### src/dfl_regs.svh
// register offsets, field positions, reset values and sizes of the fixed-latency delay line
`ifndef DFL_REGS_SVH
`define DFL_REGS_SVH

`define DFL_DATA_WIDTH        16
`define DFL_DEFAULT_LATENCY   64
`define DFL_SEG_MAX_LAT       33
`define DFL_LUTSR_MAX_DEPTH   32
`define DFL_TAP_WIDTH         5

`define DFL_ADDR_WIDTH        8
`define DFL_CTRL_OFFS         8'h00
`define DFL_STATUS_OFFS       8'h04
`define DFL_LATENCY_OFFS      8'h08

`define DFL_CTRL_EN_BIT       0
`define DFL_CTRL_CLR_BIT      1
`define DFL_CTRL_RESET        32'h00000001

`define DFL_STAT_FLUSHED_BIT  0
`define DFL_STAT_OUTVLD_BIT   1
`define DFL_STAT_FULL_BIT     2
`define DFL_STAT_CNT_LSB      8

`endif

### src/dfl_pkg.sv
// types shared by the fixed-latency delay line modules
package dfl_pkg;
    `include "dfl_regs.svh"

    // one sample word
    typedef logic [`DFL_DATA_WIDTH-1:0] dfl_word_t;

    // occupancy of the two-entry output buffer
    typedef enum logic [1:0] {
        DFL_BUF_EMPTY,
        DFL_BUF_ONE,
        DFL_BUF_TWO
    } dfl_buf_state_t;
endpackage

### src/dfl_shift_segment.sv
// one lut shift-register segment: circular memory plus registered read flip-flop, or the flip-flop alone for a latency of one
`timescale 1ns/1ps
module dfl_shift_segment
    import dfl_pkg::*;
#(
    parameter int WIDTH   = 17,
    parameter int SEG_LAT = 33
) (
    input  wire logic             clock,
    input  wire logic             clear,
    input  wire logic             advance,
    input  wire logic [WIDTH-1:0] wrData,
    output logic      [WIDTH-1:0] rdData
);
    logic [WIDTH-1:0] rdData_q;     // segment output flip-flop

    assign rdData = rdData_q;

    generate
        if (SEG_LAT <= 1) begin : g_ff
            // flip-flop only segment
            always_ff @(posedge clock) begin
                if (clear) begin
                    rdData_q <= '0;
                end else if (advance) begin
                    rdData_q <= wrData;
                end
            end
        end else begin : g_lutsr
            // tap address: memory gives address plus one cycles, flop adds one more
            localparam int DEPTH = SEG_LAT - 1;
            localparam logic [`DFL_TAP_WIDTH-1:0] TAP = `DFL_TAP_WIDTH'(DEPTH - 1);
            logic [WIDTH-1:0]          mem [0:DEPTH-1]; // contents not clearable
            logic [`DFL_TAP_WIDTH-1:0] ptr_q;           // circular position
            logic [`DFL_TAP_WIDTH-1:0] ptr_d;

            assign ptr_d = (ptr_q == TAP) ? '0 : ptr_q + 1'b1;

            // memory: read the oldest word before overwriting it
            always_ff @(posedge clock) begin
                if (advance) begin
                    mem[ptr_q] <= wrData;
                end
            end

            // pointer and registered read data
            always_ff @(posedge clock) begin
                if (clear) begin
                    ptr_q    <= '0;
                    rdData_q <= '0;
                end else if (advance) begin
                    ptr_q    <= ptr_d;
                    rdData_q <= mem[ptr_q];
                end
            end
        end
    endgenerate
endmodule // dfl_shift_segment

### src/dfl_skid_buffer.sv
// two-entry output buffer; its main register is the last stage of the delay
`timescale 1ns/1ps
module dfl_skid_buffer
    import dfl_pkg::*;
(
    input  wire logic      clock,
    input  wire logic      clear,
    input  wire logic      pushValid,
    input  wire dfl_word_t pushData,
    output logic           spaceNext,
    output logic           outValid,
    output dfl_word_t      outData,
    input  wire logic      outReady,
    output logic           full
);
    dfl_buf_state_t state_q;     // occupancy
    dfl_buf_state_t state_d;
    dfl_word_t      main_q;      // word on the output
    dfl_word_t      skid_q;      // word parked during a stall
    logic           pop;         // receiver takes the main word

    assign pop       = (state_q != DFL_BUF_EMPTY) && outReady;
    assign outValid  = (state_q != DFL_BUF_EMPTY);
    assign outData   = main_q;
    assign full      = (state_q == DFL_BUF_TWO);
    assign spaceNext = (state_d != DFL_BUF_TWO);

    // next occupancy
    always_comb begin
        case (state_q)
            DFL_BUF_EMPTY: state_d = pushValid ? DFL_BUF_ONE : DFL_BUF_EMPTY;
            DFL_BUF_ONE: begin
                if (pushValid && !pop) begin
                    state_d = DFL_BUF_TWO;
                end else if (!pushValid && pop) begin
                    state_d = DFL_BUF_EMPTY;
                end else begin
                    state_d = DFL_BUF_ONE;
                end
            end
            DFL_BUF_TWO:   state_d = pop ? DFL_BUF_ONE : DFL_BUF_TWO;
            default:       state_d = DFL_BUF_EMPTY;
        endcase
    end

    // storage: the main register loads straight from the chain when free
    always_ff @(posedge clock) begin
        if (clear) begin
            state_q <= DFL_BUF_EMPTY;
            main_q  <= '0;
            skid_q  <= '0;
        end else begin
            state_q <= state_d;
            if (state_q == DFL_BUF_TWO) begin
                if (pop) begin
                    main_q <= skid_q;
                end
            end else if (pushValid && (state_q == DFL_BUF_EMPTY || pop)) begin
                main_q <= pushData;
            end else if (pushValid) begin
                skid_q <= pushData;
            end
        end
    end
endmodule // dfl_skid_buffer

### src/dfl_delay_line.sv
// fixed-latency delay line with apb control and a two-entry output buffer
`timescale 1ns/1ps

// What this block does
// - output equals input exactly L cycles later
// - output keeps width and rate of input
// - all stages except the lut memory start out as zero
// - reset returns every stage except the lut memory to zero
// - reset wins over enable
// - enable low freezes stages; the output buffer still hands out its held words
// - latency non-negative; zero illegal with enable
// - zero latency is raised to one, a single flip-flop, not a wire
// - latency one is a single flip-flop
// - shift register of L-1 then flip-flop
// - cascade segments of at most 33 cycles
// - segment delay is tap address plus two
// - structural default, behavioural build optional
// - long delays suit a ram with counters
// - clearable line gates output until flushed
module dfl_delay_line
    import dfl_pkg::*;
#(
    parameter int LATENCY    = `DFL_DEFAULT_LATENCY,
    parameter bit BEHAVIORAL = 1'b0
) (
    input  wire logic                       clock,
    input  wire logic                       sys_rst,
    // apb slave
    input  wire logic                       psel,
    input  wire logic                       penable,
    input  wire logic                       pwrite,
    input  wire logic [`DFL_ADDR_WIDTH-1:0] paddr,
    input  wire logic [31:0]                pwdata,
    output logic      [31:0]                prdata,
    output logic                            pready,
    output logic                            pslverr,
    // sample input
    input  wire logic                       dataInValid,
    input  wire dfl_word_t                  dataIn,
    output logic                            dataInReady,
    // sample output
    output logic                            dataOutValid,
    output dfl_word_t                       dataOut,
    input  wire logic                       dataOutReady
);
    localparam int W = `DFL_DATA_WIDTH;

    // a zero latency would need a wire, but the line always has an enable, so one is the least
    localparam int EFF_LAT   = (LATENCY < 1) ? 1 : LATENCY;
    // the buffer main register is the last flip-flop; the chain supplies the rest
    localparam int CHAIN_LAT = EFF_LAT - 1;
    localparam int NSEG      = (CHAIN_LAT + `DFL_SEG_MAX_LAT - 1) / `DFL_SEG_MAX_LAT;
    localparam int CNT_W     = $clog2(EFF_LAT + 1);

    // latency of segment i: full segments first, remainder last
    function automatic int segLat(input int i);
        int rest;
        rest = CHAIN_LAT - i * `DFL_SEG_MAX_LAT;
        segLat = (rest > `DFL_SEG_MAX_LAT) ? `DFL_SEG_MAX_LAT : rest;
    endfunction

    // ---------------- apb register slave ----------------
    logic        enable_q;          // software shift enable
    logic        enable_d;
    logic        clear_q;           // one-cycle clear pulse
    logic        clear_d;
    logic        pready_q;          // answer strobe
    logic [31:0] prdata_q;          // read data
    logic        pslverr_q;         // unmapped address
    logic        access;            // access phase, not yet answered
    logic        wrStrobe;          // write takes effect this edge
    logic        hitCtrl;           // control register selected
    logic        hitStatus;         // status register selected
    logic        hitLat;            // latency register selected
    logic        hitAny;            // any mapped register
    logic [31:0] rdMux;             // read data selection
    logic [31:0] statusWord;        // live status

    assign access    = psel && penable && !pready_q;
    assign hitCtrl   = (paddr == `DFL_CTRL_OFFS);
    assign hitStatus = (paddr == `DFL_STATUS_OFFS);
    assign hitLat    = (paddr == `DFL_LATENCY_OFFS);
    assign hitAny    = hitCtrl || hitStatus || hitLat;
    // a write lands at the edge where the master sees pready high
    assign wrStrobe  = psel && penable && pready_q && pwrite && hitCtrl;

    assign enable_d = wrStrobe ? pwdata[`DFL_CTRL_EN_BIT] : enable_q;
    assign clear_d  = wrStrobe && pwdata[`DFL_CTRL_CLR_BIT];

    assign rdMux = hitCtrl   ? {31'h00000000, enable_q} :
                   hitStatus ? statusWord :
                   hitLat    ? 32'(EFF_LAT) :
                               32'h00000000;

    // control register and the registered apb answer
    always_ff @(posedge clock) begin
        if (sys_rst) begin
            enable_q  <= 1'(`DFL_CTRL_RESET);
            clear_q   <= 1'b0;
            pready_q  <= 1'b0;
            prdata_q  <= 32'h00000000;
            pslverr_q <= 1'b0;
        end else begin
            enable_q  <= enable_d;
            clear_q   <= clear_d;
            pready_q  <= access;
            prdata_q  <= (access && !pwrite) ? rdMux : 32'h00000000;
            pslverr_q <= access && !hitAny;
        end
    end

    assign prdata  = prdata_q;
    assign pready  = pready_q;
    assign pslverr = pslverr_q;

    // ---------------- advance control ----------------
    logic chainRst;                 // synchronous clear of every stage except the lut memory
    logic inReady_q;                // stages advance on this edge
    logic inReady_d;
    logic advance;                  // one shift of every stage
    logic bufSpaceNext;             // buffer still has room next cycle
    logic bufFull;                  // buffer holds two words

    // reset or a clear pulse empties the line whatever the enable says
    assign chainRst = sys_rst || clear_q;

    // freeze on enable low or when the buffer could not take one more word
    assign inReady_d = enable_d && !clear_d && bufSpaceNext;
    assign advance   = inReady_q;

    // registered ready so the input handshake comes from a flip-flop
    always_ff @(posedge clock) begin
        if (chainRst) begin
            inReady_q <= 1'b0;
        end else begin
            inReady_q <= inReady_d;
        end
    end

    assign dataInReady = inReady_q;

    // ---------------- delay chain ----------------
    logic [W:0] chainIn;            // valid flag travels beside the data
    logic [W:0] chainOut;           // word leaving the chain

    assign chainIn = {dataInValid, dataIn};

    generate
        if (CHAIN_LAT == 0) begin : g_wire
            // the chain collapses to a wire; the buffer flop is the one stage
            assign chainOut = chainIn;
        end else if (BEHAVIORAL) begin : g_behav
            // plain resettable registers; synthesis may map or retime them
            logic [W:0] pipe_q [0:CHAIN_LAT-1];
            always_ff @(posedge clock) begin
                if (chainRst) begin
                    for (int i = 0; i < CHAIN_LAT; i++) begin
                        pipe_q[i] <= '0;
                    end
                end else if (advance) begin
                    pipe_q[0] <= chainIn;
                    for (int i = 1; i < CHAIN_LAT; i++) begin
                        pipe_q[i] <= pipe_q[i-1];
                    end
                end
            end
            assign chainOut = pipe_q[CHAIN_LAT-1];
        end else begin : g_struct
            // cascaded lut shift-register segments, each closed by a flip-flop
            logic [W:0] link [0:NSEG];
            assign link[0] = chainIn;
            for (genvar g = 0; g < NSEG; g++) begin : g_seg
                dfl_shift_segment #(
                    .WIDTH   (W + 1),
                    .SEG_LAT (segLat(g))
                ) u_seg (
                    .clock   (clock),
                    .clear   (chainRst),
                    .advance (advance),
                    .wrData  (link[g]),
                    .rdData  (link[g+1])
                );
            end
            assign chainOut = link[NSEG];
        end
    endgenerate

    // ---------------- flush gate ----------------
    logic [CNT_W-1:0] flushCnt_q;   // shifts since the last clear, held once it reaches CHAIN_LAT
    logic             flushed;      // every stage now holds fresh data

    localparam logic [CNT_W-1:0] FLUSH_END = CNT_W'(CHAIN_LAT);

    assign flushed = (flushCnt_q == FLUSH_END);

    // memory stages cannot clear, so count shifts until stale words are gone
    always_ff @(posedge clock) begin
        if (chainRst) begin
            flushCnt_q <= '0;
        end else if (advance && !flushed) begin
            flushCnt_q <= flushCnt_q + 1'b1;
        end
    end

    logic      pushValid;           // word enters the buffer
    dfl_word_t pushData;            // zero until flushed

    assign pushValid = advance && flushed && chainOut[W];
    assign pushData  = flushed ? chainOut[W-1:0] : '0;

    // ---------------- output buffer ----------------
    dfl_skid_buffer u_buf (
        .clock     (clock),
        .clear     (chainRst),
        .pushValid (pushValid),
        .pushData  (pushData),
        .spaceNext (bufSpaceNext),
        .outValid  (dataOutValid),
        .outData   (dataOut),
        .outReady  (dataOutReady),
        .full      (bufFull)
    );

    // ---------------- status ----------------
    assign statusWord = {16'h0000,
                         {(8 - CNT_W){1'b0}}, flushCnt_q,
                         5'h00, bufFull, dataOutValid, flushed};
endmodule // dfl_delay_line

### config.mk
export PLATFORM = sky130hd
export DESIGN_NAME = dfl_delay_line
export DESIGN_NICKNAME = d
export VERILOG_FILES = /design/src/dfl_pkg.sv /design/src/dfl_shift_segment.sv /design/src/dfl_skid_buffer.sv /design/src/dfl_delay_line.sv
export VERILOG_INCLUDE_DIRS = /design/src
export SDC_FILE = /design/constraint.sdc
export NUM_CORES = 1
export LEC_CHECK = 0
export BUFFER_PORTS_ARGS = -buffer_cell sky130_fd_sc_hd__buf_2
export CORE_UTILIZATION = 45
export CTS_CLUSTER_SIZE = 20
export DETAILED_ROUTE_END_ITERATION = 10
export GPL_ROUTABILITY_DRIVEN = 0
export HOLD_SLACK_MARGIN = 0.12
export SETUP_SLACK_MARGIN = 0.3
export SYNTH_ARGS = -nofsm -noshare
export SYNTH_HDL_FRONTEND = slang
export SYNTH_SLANG_ARGS = --single-unit
### constraint.sdc
create_clock -name clock -period 4.2 [get_ports clock]
set_input_delay 0.21 -clock clock [delete_from_list [all_inputs] [get_ports clock]]
set_output_delay 0.21 -clock clock [all_outputs]
set_load 0.005 [all_outputs]
=== Word-level counts from Yosys, hierarchy flattened ===
Memory sizes are Yosys's and may differ from the RTL's. A register that Yosys moved wholly into a read port is not among the register bits.
Index checks and enable logic that the tools add are counted.

* Bits of input ports: 63
* Memories kept: 2
* Output and inout port bits: 52
* Bits in registers: 88
* Memory bits (writable): 1037
* Word-level logic and storage cells: 85

{| class="wikitable"
|+ Memory list
! name !! words !! bits a word !! read ports !! clocked after memory_dff !! wr ports !! line !! source
|-
| g_struct.g_seg[0].u_seg.g_lutsr.mem || 32 || 17 || 1 || 1 || 1 || dfl_shift_segment.sv:33 || <nowiki>logic [WIDTH-1:0] mem [0:DEPTH-1];</nowiki>
|-
| g_struct.g_seg[1].u_seg.g_lutsr.mem || 29 || 17 || 1 || 1 || 1 || dfl_shift_segment.sv:33 ||
|}

* Add/sub/neg operators: 3
* Bitwise gates (word level): 3
* Equal/unequal tests: 9
* Muxes and demuxes: 17
* Reductions and logical operators: 37

{| class="wikitable"
|+ Operators by type and width
! cell !! count
|-
| 16-bit 2-to-1 mux || 4
|-
| 1-bit logical AND || 17
|-
| 15-bit 2-to-1 mux || 1
|-
| 5-bit by 1-bit adder with 5-bit output, second input constant || 2
|-
| 5-bit equality test, second input constant || 2
|-
| 5-bit 2-to-1 mux || 2
|-
| 8-bit by 3-bit equality test with 1-bit output, second input constant || 1
|-
| 8-bit by 4-bit equality test with 1-bit output, second input constant || 1
|-
| 8-bit logical NOT || 1
|-
| 7-bit by 1-bit adder with 7-bit output, second input constant || 1
|-
| 7-bit by 6-bit equality test with 1-bit output, second input constant || 1
|-
| 1-bit logical NOT || 7
|-
| 7-bit 2-to-1 mux || 1
|-
| 1-bit 2-to-1 mux || 6
|-
| 2-bit case mux with 3 select lines || 1
|-
| 1-bit logical OR || 4
|-
| 2-bit 2-to-1 mux || 2
|-
| 2-bit nonzero test || 2
|-
| 4-bit OR reduction || 1
|-
| 1-bit NOT || 3
|-
| 3-bit AND reduction || 1
|-
| 3-bit OR reduction || 1
|-
| 2-bit by 1-bit equality test with 1-bit output, second input constant || 1
|-
| 2-bit equality test, second input constant || 1
|-
| other kinds (5) || 5
|}

=== Longest topological paths before layout ===
* Depth in word-level cells: 10
* Mapped depth: 8
* Depth with buffers taken out: 7

=== Hierarchy ===
From an unflattened synthesis, not the netlist that was laid out.

* Cells, all modules: 2455
* Area total of the unflattened synthesis: 44423.9 um2

{| class="wikitable"
|+ Modules (own cells, without submodules)
! module !! seq. area each (um2) !! cells an instance !! instances !! area an instance (um2)
|-
| dfl_shift_segment at g_struct.g_seg[0].u_seg || 16776.1 || 1134 || 1 || 21839.7
|-
| dfl_shift_segment at g_struct.g_seg[1].u_seg || 15244.6 || 1029 || 1 || 19859.0
|-
| dfl_skid_buffer || 680.7 || 164 || 1 || 1581.5
|-
| dfl_delay_line || 460.4 || 128 || 1 || 1143.6
|}

=== Worst setup path before layout ===
Ideal clock, no wire load.

* Kind: flip-flop to flip-flop
* Start: reg g_struct.g_seg[1].u_seg.g_lutsr.ptr_q[1]
* End: mem g_struct.g_seg[1].u_seg.g_lutsr.mem[24][0] (enable)
* Arrival time: 2542 ps
* Required time: 3788 ps
* Buffers on the path: 3
* Cell stages (with the launch flop): 8
* Setup time: 412 ps
* Setup slack: 1246 ps
* Clock period less this slack: 2954 ps
* Cell sequence: dfxtp_1 > buf_2 > buf_2 > buf_1 > inv_1 > ha_1 > nand2_1 > nor3_1

{| class="wikitable"
|+ RTL lines
! item !! line !! source
|-
| start: declaration || dfl_shift_segment.sv:34 || <nowiki>logic [`DFL_TAP_WIDTH-1:0] ptr_q;</nowiki>
|-
| start signal: assignment || dfl_shift_segment.sv:52 || <nowiki>ptr_q <= ptr_d;</nowiki>
|-
| end: declaration || dfl_shift_segment.sv:33 ||
|}

Straight into the memory's write port.

=== Worst setup path after layout ===
* Start: in paddr[0]
* End: reg inReady_q (netlist: dataInReady)

* Cells in the longest elaborated chain, start to end: 6
* Elaborated cells between the ends (all ways): 7
* Those cells by class: mux (1); reduce/logical (6)

{| class="wikitable"
|+ RTL lines
! item !! line !! source
|-
| start: declaration || dfl_delay_line.sv:32 || <nowiki>input wire logic [`DFL_ADDR_WIDTH-1:0] paddr,</nowiki>
|-
| 8-bit logical NOT (no line) * || -- ||
|-
| 1-bit logical AND * || dfl_delay_line.sv:85 || <nowiki>assign wrStrobe = psel && penable && pready_q && pwrite && hitCtrl;</nowiki>
|-
| 1-bit logical AND || dfl_delay_line.sv:88 || <nowiki>assign clear_d = wrStrobe && pwdata[`DFL_CTRL_CLR_BIT];</nowiki>
|-
| 1-bit logical NOT || dfl_delay_line.sv:128 || <nowiki>assign inReady_d = enable_d && !clear_d && bufSpaceNext;</nowiki>
|-
| 1-bit logical AND * (2 in a row) || dfl_delay_line.sv:128 ||
|-
| end signal: assignment || dfl_delay_line.sv:136 || <nowiki>inReady_q <= inReady_d;</nowiki>
|-
| end: declaration || dfl_delay_line.sv:118 || <nowiki>logic inReady_q;</nowiki>
|}

Every way passes the cells marked *; elsewhere a longest branch is shown, timed or not.
A chain may end at the register's enable or synchronous reset.

==> implementation parameters <==
Parameter                              Value

Outcome
  Result of the run    completed

Power
  Reported net switching power    4.92 mW
  Pwr per Cell Area    470 nW/um2
  Cell internal power dissipation    18.4 mW
  Combinational fraction of design power    0.056
  Switching fraction of total power    0.211
  Standby leakage power    15.5 nW
  Max IR drop VDD    0.291 mV
  Power share of the sequential group    0.542
  Clock network fraction of design power    0.402

Final layout
  Core occupancy in the finished layout    0.519
  Synthesis-to-layout area growth    13.5%
  Count of fill cells added during filler insertion    7560
  Finished layout cell area    49600 um2
  Sequential Area    33200 um2
  Area of combinational cells with multiple inputs    9790 um2
  Final #Nets    2496
  Number of cells in the finished layout apart from fillers    3778
  Fraction of final layout cells sized beyond drive strength 1    0.237

Global route
  Busiest metal layer after global routing    met2
  Antenna violations before repair    0
  Vias in the first global route    22.1k
  Met1 track utilization from global routing    0.295
  Pin count of the biggest net entering global routing    60
  GR Util All Layers    0.202
  Global-route wire length before repair    146000 um
  Met3 global-route usage    0.0350
  Met2 Use GR    0.320
  GRT overflow    0

Detailed routing
  Routed length per placed instance    26.1 um
  WL final    98700 um
  Remaining number of nets flagged by the antenna check after routing    0
  Routed via count divided by cell count    5.77
  Number of DRC markers after the initial detailed-route iteration    2384
  First drt pass iteration count    5
  Detailed-route DRC error count    0
  Total via count after detailed routing    21.8k

Synth
  Post-synthesis sequential area ratio    0.759
  Synth cell count leaders    1037 x sky130_fd_sc_hd__edfxtp_1, 216 x sky130_fd_sc_hd__mux4_2, 121 x sky130_fd_sc_hd__nor2_1
  Average cell area after synthesis    19.6 um2
  Number of flops mapped to enable cells by yosys    1037
  Post-Synth Simple-Gate Area    0.0321
  Synth area leaders    sky130_fd_sc_hd__edfxtp_1 71%, sky130_fd_sc_hd__mux4_2 11%, sky130_fd_sc_hd__dfxtp_1 4.6%
  Xor/xnor cell area share of the yosys netlist    0.00120
  Fraction of synthesized area in multiplexers    0.138
  Distinct cell type count after synthesis    61
  FFs w/ async S/R, synth    0
  Mapped Area    43700 um2
  Main combinational cell family by area after synthesis    multiplexers
  Share of the synthesized area in compound gates (AO/OA/AOI/OAI)    0.0461
  Number of synthesized register bits    1138
  Number of standard cells after synthesis    2227
  Post-synthesis adder-cell area fraction    0.00315
  Count of warnings emitted by yosys    0
  Top cell type by total area after synthesis    sky130_fd_sc_hd__edfxtp_1
  Most instantiated library cell after synthesis    sky130_fd_sc_hd__edfxtp_1
  Primary flip-flop cell chosen by synthesis mapping    sky130_fd_sc_hd__edfxtp_1
  Share of the synthesized area in the top cell type    0.713

Worst setup path
  Slowest Stage Delay on Critical Path    0.58 ns
  Setup slack of the most critical reg-to-reg path    1.13 ns
  Reg-to-Reg Start    g_struct.g_seg[1].u_seg.g_lutsr.ptr_q[0]
  Cell chain of the critical path    dlygate4sd3_1 > buf_2 > nor2_1 > dlygate4sd3_1 > nand2_1 > or4_4 > or3_1 > dlygate4sd3_1 > a21oi_1 > dlygate4sd3_1
  Kind of start point of the critical path    input pin
  Crit path arrival time    3.71 ns
  Worst r2r dst    g_struct.g_seg[1].u_seg.rdData[9]
  Worst setup EP type    flip-flop
  Slowest-stage cell, CP    sky130_fd_sc_hd__dlygate4sd3_1
  Crit path top cell by count    sky130_fd_sc_hd__dlygate4sd3_1
  Logic depth of the worst register-to-register path    5
  Data required time of the critical path    4.81 ns
  Largest fanout on the critical path    4
  Start-to-end type of the worst setup path    input pin to flip-flop

Min path
  Worst min-delay path class    input pin to flip-flop
  Terminating pin of the worst hold path    g_struct.g_seg[0].u_seg.g_lutsr.mem[10][7]
  Worst Hold Path Cells    1
  Launch instance of the worst min-delay path    dataIn[7]

STA
  Period minus WS final    3.10 ns
  Pin slew with the least headroom to its limit    1.22 ns
  Final period util    0.738
  Worst Clk Skew    0.0290 ns
  Highest clock frequency the design can meet    323 MHz
  Worst slew margin    0.189
  Slew Viols, Final    0
  RSZ-0062 raised after global routing    no
  Total negative slack    0 ns
  Final number of setup-violating endpoints    0
  Smallest hold slack    0.150 ns
  Number of hold-slack violations in the final timing report    0

Clocking
  H-Tree Level Count    3
  CTS tree    built
  Largest buffer count on any clock path    3
  Number of clock buffers inserted by TritonCTS    110
  Latest clock arrival within the worst-skew pair    0.68 ns
  CTS sink cnt    1138
  Clock Root Buffer    sky130_fd_sc_hd__clkbuf_16
  Setup bufs post-CTS    0
  CTS clock-pin slew for the worst setup and hold paths    0.06 ns

Die
  Initial standard-cell utilization of the core    0.457
  Ports placed on the boundary    115
  Floorplan die area    98300 um2
  Core region area    95600 um2
  Die boundary height    314 um
  Number of standard-cell rows in the floorplan    113
  Horizontal die dimension    314 um

Place
  Post-Place Cell Area    45800 um2
  Dpl hpwl    57400 um
  IO Port Bufs    63
  Number of placed cells counting well taps    3542

Run
  Max capacitance violation total    0
flip-flops by register name, summed over array words and instances, names as in the netlist:
name                                flops
g_struct.g_seg.u_seg.g_lutsr.mem     1037
g_struct.g_seg.u_seg.rdData            34
u_buf.outData                          16
u_buf.skid_q                           16
prdata                                 11
g_struct.g_seg.u_seg.g_lutsr.ptr_q     10
flushCnt_q                              7
u_buf.state_q                           2
clear_q                                 1
dataInReady                             1
enable_q                                1
pready                                  1
pslverr                                 1
metrics by stage:
stage                     total power, mW  setup slack, ns
after floorplan                      13.7             1.25
after global placement               14.1             1.09
after detailed placement             14.2             1.09
after CTS                            23.5             1.08
after global routing                 24.0            0.987
final                                23.3             1.10
worst max-delay path, delay by kind of cell:
kind | cells | cell delay, ns
simple gates | 4 | 1.03
compound gates | 1 | 0.13
buf+inv | 5 | 2.36
worst max-delay path by stage:
| stage | from | end | cells after the start |
|---|---|---|---|
| after floorplan | g_struct.g_seg[1].u_seg.g_lutsr.ptr_q[1] | g_struct.g_seg[1].u_seg.g_lutsr.mem[24][0] | 7 |
| after global placement | g_struct.g_seg[1].u_seg.g_lutsr.ptr_q[0] | g_struct.g_seg[1].u_seg.rdData[9] | 5 |
| after detailed placement | g_struct.g_seg[1].u_seg.g_lutsr.ptr_q[0] | g_struct.g_seg[1].u_seg.rdData[9] | 5 |
| after CTS | g_struct.g_seg[1].u_seg.g_lutsr.ptr_q[0] | g_struct.g_seg[1].u_seg.rdData[9] | 5 |
| after global routing | g_struct.g_seg[1].u_seg.g_lutsr.ptr_q[0] | g_struct.g_seg[1].u_seg.rdData[13] | 6 |
| final | paddr[0] | dataInReady | 10 |
power by group through the flow:
stage                     Sequential [mW]  Clock, mW  Combinational [mW]
after detailed placement             12.9          0                1.28
after floorplan                      12.8          0               0.839
after global routing                 12.7       9.95                1.38
after global placement               12.9          0                1.26
final                                12.6       9.37                1.29
after CTS                            12.6       9.53                1.31
cells in the final DEF (no fill, tap or decap), drive strengths merged, types with 6 or more instances in the layout:
master / n
edfxtp: 1037
mux4: 216
buf: 180
clkbuf: 165
nor2: 122
dfxtp: 101
mux2i: 99
nand2: 83
a31oi: 41
dlygate4sd3: 33
o21ai: 32
a21boi: 31
clkinv: 29
a221oi: 25
a21oi: 24
a22o: 23
nand3: 22
conb: 21
a22oi: 20
o31ai: 17
o221ai: 16
a311oi: 16
mux2: 15
and3: 13
inv: 13
nor3: 12
ha: 11
o211ai: 10
nand2b: 9
o221a: 8
nor2b: 7
or3: 6
o22ai: 6
final cells by class:
| cell class | count | share of cell area |
|---|---|---|
| diodes | 2 | 0.000101 |
| clock buffers | 165 | 0.0629 |
| clock inverters | 36 | 0.00586 |
| inverters | 11 | 0.000833 |
| multi-input cells | 948 | 0.198 |
| flip-flops and latches | 1138 | 0.669 |
| well taps | 1265 | 0.0319 |
| repair buffers | 213 | 0.0315 |
logic make-up (layout without fill, tap and decap cells):
logic type      after synthesis  count (layout)
mux                         330             330
buf+inv                     161             425
other cells                   1              23
compound gates              276             276
fa+ha+maj                    11              11
xor+xnor                      6               6
flops                      1138            1138
simple gates                304             304
layer usage:
metal  share of wire  vias up
li1                -     9483
met4           0.015        0
met5               0        -
met1            0.44    11490
met2            0.48      720
met3           0.070      112
what timing repair did:
action,in CTS,in global routing
endpoints found under the hold margin,355,0
hold buffers,33,0
gates resized for setup,0,0
endpoints found under the setup margin,0,0
Power figures use the tool's default switching activity.
